$ cat config.mk
export PLATFORM = sky130hd
export DESIGN_NAME = shpfc_device_flat
export DESIGN_NICKNAME = d
export VERILOG_FILES = /design/src/hw/shpfc_pkg.sv /design/src/hw/shpfc_if.sv /design/src/hw/shpfc_device.sv /design/src/flat_wrapper.sv
export VERILOG_INCLUDE_DIRS = /design/src /design/src/hw
export SDC_FILE = /design/constraint.sdc
export NUM_CORES = 1
export LEC_CHECK = 0
export BUFFER_PORTS_ARGS = -buffer_cell sky130_fd_sc_hd__buf_4
export CORE_MARGIN = 8
export CORE_UTILIZATION = 55
export CTS_BUF_LIST = sky130_fd_sc_hd__clkbuf_16
export DETAILED_ROUTE_END_ITERATION = 8
export PLACE_DENSITY_LB_ADDON = 0.1
export SKIP_LAST_GASP = 1
export SYNTH_ARGS = -nofsm -noshare
export SYNTH_HDL_FRONTEND = slang
export SYNTH_SLANG_ARGS = --single-unit
$ cat constraint.sdc
create_clock -name clk_sys -period 2.5 [get_ports clk_sys]
set_clock_uncertainty 0.15 [all_clocks]
set_input_delay 0 -clock clk_sys [delete_from_list [all_inputs] [get_ports clk_sys]]
set_output_delay 0 -clock clk_sys [all_outputs]
set_load 0.005 [all_outputs]
$ cat src/hw/shpfc_consts.svh
/*
  Constants of the serial host port: baud divisors, frame layout, strobe counts.
  Assumes a 100 MHz system clock; included by package and modules alike.
*/
`ifndef SHPFC_CONSTS_SVH
`define SHPFC_CONSTS_SVH

`define SHPFC_CLK_HZ          100000000
`define SHPFC_BAUD_TYP_HZ     115200
`define SHPFC_BAUD_MIN_HZ     4800
`define SHPFC_HOST_MAX_HZ     1000000
`define SHPFC_UART_MAX_HZ     2000000
`define SHPFC_NAV_MAX_HZ      1000000
`define SHPFC_DIV_W           16
`define SHPFC_DIV_TYP         (`SHPFC_CLK_HZ / `SHPFC_BAUD_TYP_HZ)
`define SHPFC_DATA_BITS       8
`define SHPFC_CNT_W           4
`define SHPFC_HANDOFF_CYC     2
`define SHPFC_LINE_IDLE       1'b1
`define SHPFC_START_LVL       1'b0
`define SHPFC_STOP_LVL        1'b1

`endif

$ cat src/hw/shpfc_pkg.sv
/*
  Types shared by both ends of the serial host port.
  Assumes shpfc_consts.svh is on the include path.
*/
`include "shpfc_consts.svh"

package shpfc_pkg;

  typedef enum logic [3:0] {
    SHPFC_TX_IDLE  = 4'b0001,
    SHPFC_TX_START = 4'b0010,
    SHPFC_TX_DATA  = 4'b0100,
    SHPFC_TX_STOP  = 4'b1000
  } shpfc_tx_state_t;

  typedef enum logic [3:0] {
    SHPFC_RX_IDLE  = 4'b0001,
    SHPFC_RX_START = 4'b0010,
    SHPFC_RX_DATA  = 4'b0100,
    SHPFC_RX_STOP  = 4'b1000
  } shpfc_rx_state_t;

  typedef struct packed {
    shpfc_tx_state_t              st;
    logic [`SHPFC_DIV_W-1:0]      tick;
    logic [`SHPFC_CNT_W-1:0]      bits;
    logic [`SHPFC_DATA_BITS-1:0]  shreg;
    logic                         line;
  } shpfc_tx_t;

  typedef struct packed {
    shpfc_rx_state_t              st;
    logic [`SHPFC_DIV_W-1:0]      tick;
    logic [`SHPFC_CNT_W-1:0]      bits;
    logic [`SHPFC_DATA_BITS-1:0]  shreg;
    logic [`SHPFC_DATA_BITS-1:0]  data;
    logic                         valid;
    logic                         frame_err;
  } shpfc_rx_t;

endpackage

$ cat src/hw/shpfc_if.sv
/*
  Link between the device end and the host end: host RS232 channel with flow
  control, logic-level channel, navigation port and two sync inputs.
  Assumes both ends share clk_sys; all lines are plain one-way wires.
*/
`timescale 1ns/10ps

interface shpfc_if;
  logic host_line_tx;
  logic host_line_rx;
  logic host_ready_out;
  logic host_clear_in;
  logic uart_line_tx;
  logic uart_line_rx;
  logic nav_port_tx;
  logic nav_port_rx;
  logic sync_input_a;
  logic sync_input_b;

  modport device (
    output host_line_tx,
    input  host_line_rx,
    output host_ready_out,
    input  host_clear_in,
    output uart_line_tx,
    input  uart_line_rx,
    output nav_port_tx,
    input  nav_port_rx,
    input  sync_input_a,
    input  sync_input_b
  );

  modport host (
    input  host_line_tx,
    output host_line_rx,
    input  host_ready_out,
    output host_clear_in,
    input  uart_line_tx,
    output uart_line_rx,
    input  nav_port_tx,
    output nav_port_rx,
    output sync_input_a,
    output sync_input_b
  );
endinterface

$ cat src/hw/shpfc_device.sv
/*
  Device end of the serial host port: RS232 host channel with ready/clear flow
  control, logic-level 8N1 channel, and pulse-per-second select.
  Assumes inputs synchronous to clk_sys and a message layer on the user side.
*/
`timescale 1ns/10ps

`include "shpfc_consts.svh"

module shpfc_device
  import shpfc_pkg::*;
#(
  parameter int unsigned DIV = `SHPFC_DIV_TYP,
  parameter int unsigned NAV_DIV = `SHPFC_DIV_TYP
) (
  input  wire logic                        clk_sys,
  input  wire logic                        reset,
  shpfc_if.device                          link,
  input  wire logic                        use_uart,
  input  wire logic                        sync_sel_b,
  input  wire logic [`SHPFC_DATA_BITS-1:0] tx_data,
  input  wire logic                        tx_valid,
  output logic                             tx_ready,
  output logic [`SHPFC_DATA_BITS-1:0]      rx_data,
  output logic                             rx_valid,
  output logic                             rx_frame_err,
  output logic                             pps_pulse
);

  // Baud rate and counter reloads from the divisor
  localparam int unsigned BAUD = `SHPFC_CLK_HZ / DIV;
  localparam logic [`SHPFC_DIV_W-1:0] DIV_M1 = `SHPFC_DIV_W'(DIV - 1);
  localparam logic [`SHPFC_DIV_W-1:0] DIV_H  = `SHPFC_DIV_W'(DIV / 2);
  localparam logic [`SHPFC_DIV_W-1:0] HAND_M1 = `SHPFC_DIV_W'(`SHPFC_HANDOFF_CYC - 1);

  typedef struct packed {
    shpfc_tx_t              tx;
    shpfc_rx_t              rx;
    logic                   hand;
    logic [`SHPFC_DIV_W-1:0] hand_cnt;
    logic                   sync_q;
    logic                   pps;
  } shpfc_dev_t;

  shpfc_dev_t s;
  shpfc_dev_t next_s;
  logic       line_in;
  logic       clear_ok;
  logic       sync_in;

  assign line_in  = use_uart ? link.uart_line_rx : link.host_line_rx;
  assign clear_ok = use_uart || link.host_clear_in;
  assign sync_in  = sync_sel_b ? link.sync_input_b : link.sync_input_a;
  assign tx_ready = (s.tx.st == SHPFC_TX_IDLE) && clear_ok;

  ////////////////////////////////////////////////////////////////////////////
  // Next state
  always_comb begin
    next_s = s;
    next_s.rx.valid = 1'b0;
    next_s.pps = sync_in && !s.sync_q;
    next_s.sync_q = sync_in;

    // Transmitter
    case (s.tx.st)
      SHPFC_TX_IDLE: begin
        next_s.tx.line = `SHPFC_LINE_IDLE;
        if (tx_valid && clear_ok) begin
          next_s.tx.shreg = tx_data;
          next_s.tx.tick  = DIV_M1;
          next_s.tx.line  = `SHPFC_START_LVL;
          next_s.tx.st    = SHPFC_TX_START;
        end
      end
      SHPFC_TX_START, SHPFC_TX_DATA: begin
        // Clear is not looked at here, so the byte always completes
        if (s.tx.tick != '0) begin
          next_s.tx.tick = s.tx.tick - 1'b1;
        end else begin
          next_s.tx.tick = DIV_M1;
          if (s.tx.st == SHPFC_TX_DATA && s.tx.bits == `SHPFC_CNT_W'(`SHPFC_DATA_BITS - 1)) begin
            next_s.tx.line = `SHPFC_STOP_LVL;
            next_s.tx.st   = SHPFC_TX_STOP;
          end else begin
            next_s.tx.bits  = (s.tx.st == SHPFC_TX_START) ? '0 : s.tx.bits + 1'b1;
            next_s.tx.line  = s.tx.shreg[0];
            next_s.tx.shreg = s.tx.shreg >> 1;
            next_s.tx.st    = SHPFC_TX_DATA;
          end
        end
      end
      SHPFC_TX_STOP: begin
        if (s.tx.tick != '0) begin
          next_s.tx.tick = s.tx.tick - 1'b1;
        end else begin
          next_s.tx.st = SHPFC_TX_IDLE;
        end
      end
      default: next_s.tx.st = SHPFC_TX_IDLE;
    endcase

    // Receiver
    case (s.rx.st)
      SHPFC_RX_IDLE: begin
        if (!s.hand && line_in == `SHPFC_START_LVL) begin
          next_s.rx.tick = DIV_H;
          next_s.rx.st   = SHPFC_RX_START;
        end
      end
      SHPFC_RX_START, SHPFC_RX_DATA, SHPFC_RX_STOP: begin
        if (s.rx.tick != '0) begin
          next_s.rx.tick = s.rx.tick - 1'b1;
        end else begin
          next_s.rx.tick = DIV_M1;
          case (s.rx.st)
            SHPFC_RX_START: begin
              next_s.rx.bits = '0;
              next_s.rx.st   = (line_in == `SHPFC_START_LVL) ? SHPFC_RX_DATA : SHPFC_RX_IDLE;
            end
            SHPFC_RX_DATA: begin
              next_s.rx.shreg = {line_in, s.rx.shreg[`SHPFC_DATA_BITS-1:1]};
              next_s.rx.bits  = s.rx.bits + 1'b1;
              if (s.rx.bits == `SHPFC_CNT_W'(`SHPFC_DATA_BITS - 1)) begin
                next_s.rx.st = SHPFC_RX_STOP;
              end
            end
            default: begin
              next_s.rx.data      = s.rx.shreg;
              next_s.rx.valid     = 1'b1;
              next_s.rx.frame_err = (line_in != `SHPFC_STOP_LVL);
              next_s.rx.st        = SHPFC_RX_IDLE;
              next_s.hand         = 1'b1;
              next_s.hand_cnt     = HAND_M1;
            end
          endcase
        end
      end
      default: next_s.rx.st = SHPFC_RX_IDLE;
    endcase

    // Hand-off window to the receive store
    if (s.hand) begin
      if (s.hand_cnt != '0) begin
        next_s.hand_cnt = s.hand_cnt - 1'b1;
      end else begin
        next_s.hand = 1'b0;
      end
    end
  end

  always_ff @(posedge clk_sys or posedge reset) begin
    if (reset) begin
      s <= '{tx: '{st: SHPFC_TX_IDLE, line: `SHPFC_LINE_IDLE, default: '0},
             rx: '{st: SHPFC_RX_IDLE, default: '0},
             default: '0};
    end else begin
      s <= next_s;
    end
  end

  ////////////////////////////////////////////////////////////////////////////
  // Pin drive
  assign link.host_line_tx   = use_uart ? `SHPFC_LINE_IDLE : s.tx.line;
  assign link.uart_line_tx   = use_uart ? s.tx.line : `SHPFC_LINE_IDLE;
  assign link.host_ready_out = (s.rx.st == SHPFC_RX_IDLE) && !s.hand;
  assign link.nav_port_tx    = `SHPFC_LINE_IDLE;
  assign rx_data             = s.rx.data;
  assign rx_valid            = s.rx.valid;
  assign rx_frame_err        = s.rx.frame_err;
  assign pps_pulse           = s.pps;

endmodule

$ cat src/flat_wrapper.sv
// flat-port wrapper written by rule: the top's interface ports become plain ports
module shpfc_device_flat import shpfc_pkg::*;
#(
  parameter int unsigned DIV = `SHPFC_DIV_TYP,
  parameter int unsigned NAV_DIV = `SHPFC_DIV_TYP
)
  (clk_sys, reset, use_uart, sync_sel_b, tx_data, tx_valid, tx_ready, rx_data, rx_valid, rx_frame_err, pps_pulse, link_host_line_tx, link_host_line_rx, link_host_ready_out, link_host_clear_in, link_uart_line_tx, link_uart_line_rx, link_nav_port_tx, link_nav_port_rx, link_sync_input_a, link_sync_input_b);
  shpfc_if link_i ();
  input  wire logic clk_sys;
  input  wire logic reset;
  input  wire logic use_uart;
  input  wire logic sync_sel_b;
  input  wire logic [`SHPFC_DATA_BITS-1:0] tx_data;
  input  wire logic tx_valid;
  output logic tx_ready;
  output logic [`SHPFC_DATA_BITS-1:0] rx_data;
  output logic rx_valid;
  output logic rx_frame_err;
  output logic pps_pulse;
  output wire logic [$bits(link_i.host_line_tx)-1:0] link_host_line_tx;
  input wire logic [$bits(link_i.host_line_rx)-1:0] link_host_line_rx;
  output wire logic [$bits(link_i.host_ready_out)-1:0] link_host_ready_out;
  input wire logic [$bits(link_i.host_clear_in)-1:0] link_host_clear_in;
  output wire logic [$bits(link_i.uart_line_tx)-1:0] link_uart_line_tx;
  input wire logic [$bits(link_i.uart_line_rx)-1:0] link_uart_line_rx;
  output wire logic [$bits(link_i.nav_port_tx)-1:0] link_nav_port_tx;
  input wire logic [$bits(link_i.nav_port_rx)-1:0] link_nav_port_rx;
  input wire logic [$bits(link_i.sync_input_a)-1:0] link_sync_input_a;
  input wire logic [$bits(link_i.sync_input_b)-1:0] link_sync_input_b;
  assign link_host_line_tx = link_i.host_line_tx;
  assign link_i.host_line_rx = link_host_line_rx;
  assign link_host_ready_out = link_i.host_ready_out;
  assign link_i.host_clear_in = link_host_clear_in;
  assign link_uart_line_tx = link_i.uart_line_tx;
  assign link_i.uart_line_rx = link_uart_line_rx;
  assign link_nav_port_tx = link_i.nav_port_tx;
  assign link_i.nav_port_rx = link_nav_port_rx;
  assign link_i.sync_input_a = link_sync_input_a;
  assign link_i.sync_input_b = link_sync_input_b;
  shpfc_device #(.DIV(DIV), .NAV_DIV(NAV_DIV)) u_core (.clk_sys(clk_sys), .reset(reset), .link(link_i), .use_uart(use_uart), .sync_sel_b(sync_sel_b), .tx_data(tx_data), .tx_valid(tx_valid), .tx_ready(tx_ready), .rx_data(rx_data), .rx_valid(rx_valid), .rx_frame_err(rx_frame_err), .pps_pulse(pps_pulse));
endmodule
### Word-level counts from Yosys, hierarchy flattened

Cells that the tools add are included.

* output and inout bits: 16
* bits in registers: 94
* latch bits: 0
* RAM bits: 0
* ROM bits: 0
* input port bits: 19
* memories kept: 0
* logic and storage cells: 106

* bitwise operators: 5
* shift operators: 0
* equality and inequality tests: 18
* multipliers: 0
* $add $sub $neg: 5
* reduce and logical (&&, ||, !) cells: 29
* muxes and demuxes: 33
* divide/modulo/power cells: 0
* order comparisons: 0

Operator list (number)
* 2-to-1 mux 16 bit: 4
* 2-to-1 mux 19 bit: 3
* one-hot mux 16 bit (3 select lines): 1
* nonzero test 16 bit: 3
* subtractor 16 x 1 -> 16 bit, second input constant: 3
* 2-to-1 mux 20 bit: 2
* one-hot mux 16 bit (2 select lines): 1
* 2-to-1 mux 4 bit: 6
* one-hot mux 4 bit (2 select lines): 3
* AND reduction 3 bit: 7
* 2-to-1 mux 9 bit: 2
* one-hot mux 9 bit (2 select lines): 1
* 2-to-1 mux 17 bit: 1
* == test 4 x 3 -> 1 bit, second input constant: 4
* one-hot mux 4 bit (3 select lines): 1
* inequality test 2 bit, second input constant: 5
* adder 4 x 1 -> 4 bit, second input constant: 2
* == test 4 x 1 -> 1 bit, second input constant: 2
* == test 4 x 2 -> 1 bit, second input constant: 2
* == test 4 bit, second input constant: 2
* 2-to-1 mux 8 bit: 1
* logical AND 1 bit: 6
* 2-to-1 mux 1 bit: 6
* nonzero test 2 bit: 3
* 11 further kinds: 19

### Longest topological paths before layout

* depth in word-level cells: 7
* mapped depth: 10

### Worst setup path before layout

Ideal clock, no wire load.

* kind: register to register
* from: register u_core.s[41] (netlist name)
* to: register u_core.s[13] (netlist name)
* arrival time: 2242 ps
* required time: 2226 ps
* cell stages (with the launch flop): 9
* library setup time: 124 ps
* slack: -16 ps
* cells stage by stage: dfrtp_1 inv_1 ha_1 or4b_2 nor4_4 nand4_4 clkinv_2 nor2_2 a211o_1

RTL lines
* start, declared: RTL line shpfc_device.sv:45 `shpfc_dev_t s;`
* start signal, assigned: RTL line shpfc_device.sv:153 `` s <= '{tx: '{st: SHPFC_TX_IDLE, line: `SHPFC_LINE_IDLE, default: '0}, ``
* start signal, assigned: RTL line shpfc_device.sv:157 `s <= next_s;`

### Worst setup path after layout

* from: register u_core.s[41] (netlist name)
* to: register u_core.s[34] (netlist name)

* longest elaborated chain between the ends: 3

RTL lines
* nonzero test 16 bit: RTL line shpfc_device.sv:111 `if (s.rx.tick != '0) begin`
* NOT 1 bit (no line)
* AND reduction 3 bit (no line)

No other way between the ends.
A chain may end at the register's enable or synchronous reset.

==> metrics.log <==
[metrics] DRT iter0 DRCs: between 150 and 200
[metrics] WL per Instance: 15.82 µm
[metrics] diode insertion count for antenna repair: 0
[metrics] Final ANT Viol Nets: 0
[metrics] Worst setup EP type: register
[metrics] CTS tree: done
[metrics] Inst Count DP: around 700
[metrics] via density per instance: 5.951
[metrics] buffer levels on the longest clock path: 2
[metrics] post-synthesis cell type with the largest combined area: dfrtp_1
[metrics] gp weighted congestion: a little under 0.9
[metrics] count of flip-flops with a built-in enable after synthesis: 0
[metrics] static power due to leakage: 2.856 nW
[metrics] number of nets produced by synthesis: around 570
[metrics] placeable core region: between 0.009 and 0.01 mm²
[metrics] GR Overflow Total: 0
[metrics] DIE HEIGHT: 111.4 µm
[metrics] setup repair after global routing missed its margin: yes
[metrics] cell types occupying the most area after synthesis: dfrtp_1 45%, nand2_1 4.9%, a21oi_1 3.7%, o21ai_0 3.5%, nor3_1 2.6%
[metrics] Worst Max-Slew Pin Slew: roughly 0.52 ns
[metrics] largest stage delay on the critical path: between 0.4 and 0.5 ns
[metrics] Data arrival, critical path: 2.53 ns
[metrics] P&R area growth vs syn: 22.83%
[metrics] post-synthesis async set-or-reset flop share: 100.0%
[metrics] number of warning messages in the yosys log: 0
[metrics] Critical Path Slowest Stage Cell: or4b_4
[metrics] maximum net fanout on the critical path: 9
[metrics] Setup-failing EPs final: 0
[metrics] ys flop type: dfrtp_1
[metrics] FF+latch count, synth: 94
[metrics] area share of the largest cell type after synthesis: a little under half
[metrics] max-cap violations: 0
[metrics] area after detailed placement: between 0.005 and 0.006 mm²
[metrics] ordered list of cells on the worst path: inv_2, ha_1, or4b_4, nor4_4, buf_6, nand3_2, mux2_2
[metrics] final core utilization: between 60% and 70%
[metrics] kind of critical path: register to register
[metrics] io pins: 35
[metrics] cell area after layout: a little over 0.006 mm²
[metrics] via count: between 4000 and 5000
[metrics] count of different cell masters after synthesis: 62
[metrics] count of placed standard cells in the final layout, fillers left out: 731
[metrics] final cycle utilization of the critical path: 98.19%
[metrics] remaining routing DRC violations: 0
[metrics] antenna violations before repair: 0
[metrics] first-pass GRT wire length: between 15 and 20 mm
[metrics] Die Area: ~0.012 mm²
[metrics] clock transition time at the flip-flop clock pins of the worst setup and hold paths: approximately 0.080 ns
[metrics] syn avg cell area: 9.241 µm²
[metrics] total routed wirelength: about 12 mm
[metrics] count of nets after finishing: 640
[metrics] Filler cells: 699
[metrics] post-synthesis cell area: between 0.005 and 0.006 mm²
[metrics] pre-CTS setup slack: about 0.0043 ns
[metrics] largest net degree at the start of global routing: 95
[metrics] final worst slack: between 0.04 and 0.05 ns
[metrics] post-detailed-placement half-perimeter wirelength: about 7.7 mm
[metrics] count leader, synth: dfrtp_1
[metrics] Multi-input gate area: ~0.0025 mm²
[metrics] worst vdd ir: 0.4383 mV
[metrics] max-slew violation total from the final report: 0
[metrics] First-pass DRT Iterations: 5
[metrics] power per standard cell area: approximately 770 mW/mm²
[metrics] number of instances in the synthesized netlist: about 540
[metrics] total power consumption of the routed design: approximately 4.7 mW
[metrics] WP data required: 2.58 ns
[metrics] layout cell share with drive strength beyond 1: a little over a fifth
[metrics] die boundary width: ~110 µm
[metrics] total of buffers placed on input and output ports: 32
[metrics] Worst-Skew Late Latency: approximately 0.34 ns
[metrics] initial cell density of the core: between 50% and 60%
[metrics] number of global-route vias before repair: 4320
[metrics] sequential share of the synthesized area: between 40% and 50%
[metrics] Clk Tree Root Cell: clkbuf_16
[metrics] element type at the critical path start: register
[metrics] synth cell count leaders: 91 x dfrtp_1, 66 x nand2_1, 37 x a21oi_1, 35 x o21ai_0
[metrics] final hold violations: 0
[metrics] worst slew margin relative to its limit: 64.73%
[metrics] min Tclk post-route: around 2.5 ns
[metrics] total CTS buffers: 9
[metrics] number of levels in the clock H-tree: 3
[metrics] fmax: around 0.41 GHz
[metrics] status: completed
[metrics] path class of the lowest-slack min-delay path: input port to register
[metrics] GR Util All Layers: 18.63%
[metrics] Num Clock Sinks: 94
[metrics] number of placement rows: 35
[metrics] area taken by flip-flops and latches: 0.002356 mm²
## report_power, final
part           leakage, nW  internal [mW]  switching [mW]
Combinational         1.48          0.590           0.732
Sequential            1.21           1.71           0.145
Clock                0.165          0.901           0.635
Total                 2.86           3.21            1.51
## metal layers
| metal | global-route usage (%) | wire, µm |
|---|---|---|
| met1 | 23.58 | 5185 |
| met2 | 31.53 | 5763 |
| met3 | 3.118 | 497 |
| met4 | 6.222 | 119 |
| met5 | 0 | 0 |
## stage by stage
step           hold WS [ns]  setup TNS [ns]
6_report            0.06540               0
5_1_grt              0.1068         -0.2877
4_1_cts             0.06101               0
3_5_place_dp        0.05247               0
3_3_place_gp        0.03794               0
2_1_floorplan       -0.1019        -0.02197
## worst max-delay path, delay by kind of cell (launching register included)
kind	cells	cell delay, ns
flip-flops	1	0.39
buffers and inverters	2	0.25
AND/OR/NAND/NOR	3	1.08
adder cells (fa/ha/maj)	1	0.13
multiplexers	1	0.34
## flip-flops by register name, summed over array words and instances (netlist names)
signal and count:
u_core.s 83, u_core.rx_data 8, u_core.rx_frame_err 1, u_core.pps_pulse 1, u_core.rx_valid 1
## placed cells by master (no fill, tap or decap), types with 4 or more instances in the layout
master         instances
a21oi_1               37
nand2b_1               8
nor3b_1                4
nand2_1               66
and2_1                 5
or2_2                  5
nor2b_1                8
or3_1                 17
clkbuf_16              9
ha_1                   6
nand3_1               21
a41oi_1                7
mux2i_1                6
o31ai_1                9
nor4_1                 9
a211o_1                7
inv_1                 12
o21ai_1                4
or4_1                  9
mux2_2                 8
buf_4                 80
o21ai_0               33
nor2_1                24
and3_1                 6
dfrtp_1               91
nand4_1                5
nor3_1                25
a22o_1                 4
a31oi_1                4
dlygate4sd3_1         13
a21o_1                 8
## final cells by class
type	count	area share [%]
Clock buffer	9	3.661
Clock inverter	7	1.851
Inverter	15	1.017
Multi-Input combinational cell	398	39.88
Sequential cell	94	38.30
Tap cell	111	2.257
Timing Repair Buffer	97	13.04
## cells by family after synthesis
family / count (synthesis) / share of synthesized area (%)
flops: 94 / 47.04
mux: 14 / 2.998
fa+ha+maj: 6 / 1.499
other cells: 1 / 0.07487
compound gates: 138 / 17.64
simple gates: 235 / 25.31
xor+xnor: 4 / 0.6996
buf+inv: 50 / 4.746
## worst paths after layout
check	from	end	slack, ns	cells past startpoint
hold reg to reg	u_core.s[1]$_DFF_PP0_	u_core.pps_pulse$_DFF_PP0_	0.25	1
max in group asynchronous	reset	u_core.s[90]$_DFFE_PP1P_	1.57	4
min in group asynchronous	reset	u_core.s[42]$_DFFE_PP0P_	0.18	4
hold / removal	tx_valid	u_core.s[66]$_DFFE_PP0P_	0.07	4
setup reg to reg	u_core.s[41]$_DFFE_PP0P_	u_core.s[34]$_DFFE_PP0P_	0.05	7
setup / recovery	u_core.s[41]$_DFFE_PP0P_	u_core.s[34]$_DFFE_PP0P_	0.05	7
## what timing repair did
action | CTS | global route
hold buffers | 13 | 0
pin swaps | 0 | 3
setup buffers | 0 | 2
endpoints found under the setup margin | 1 | 25
hold endpoints to repair | 103 | 0
gates resized for setup | 1 | 13
Note: power is estimated with default switching activity, not from simulation.
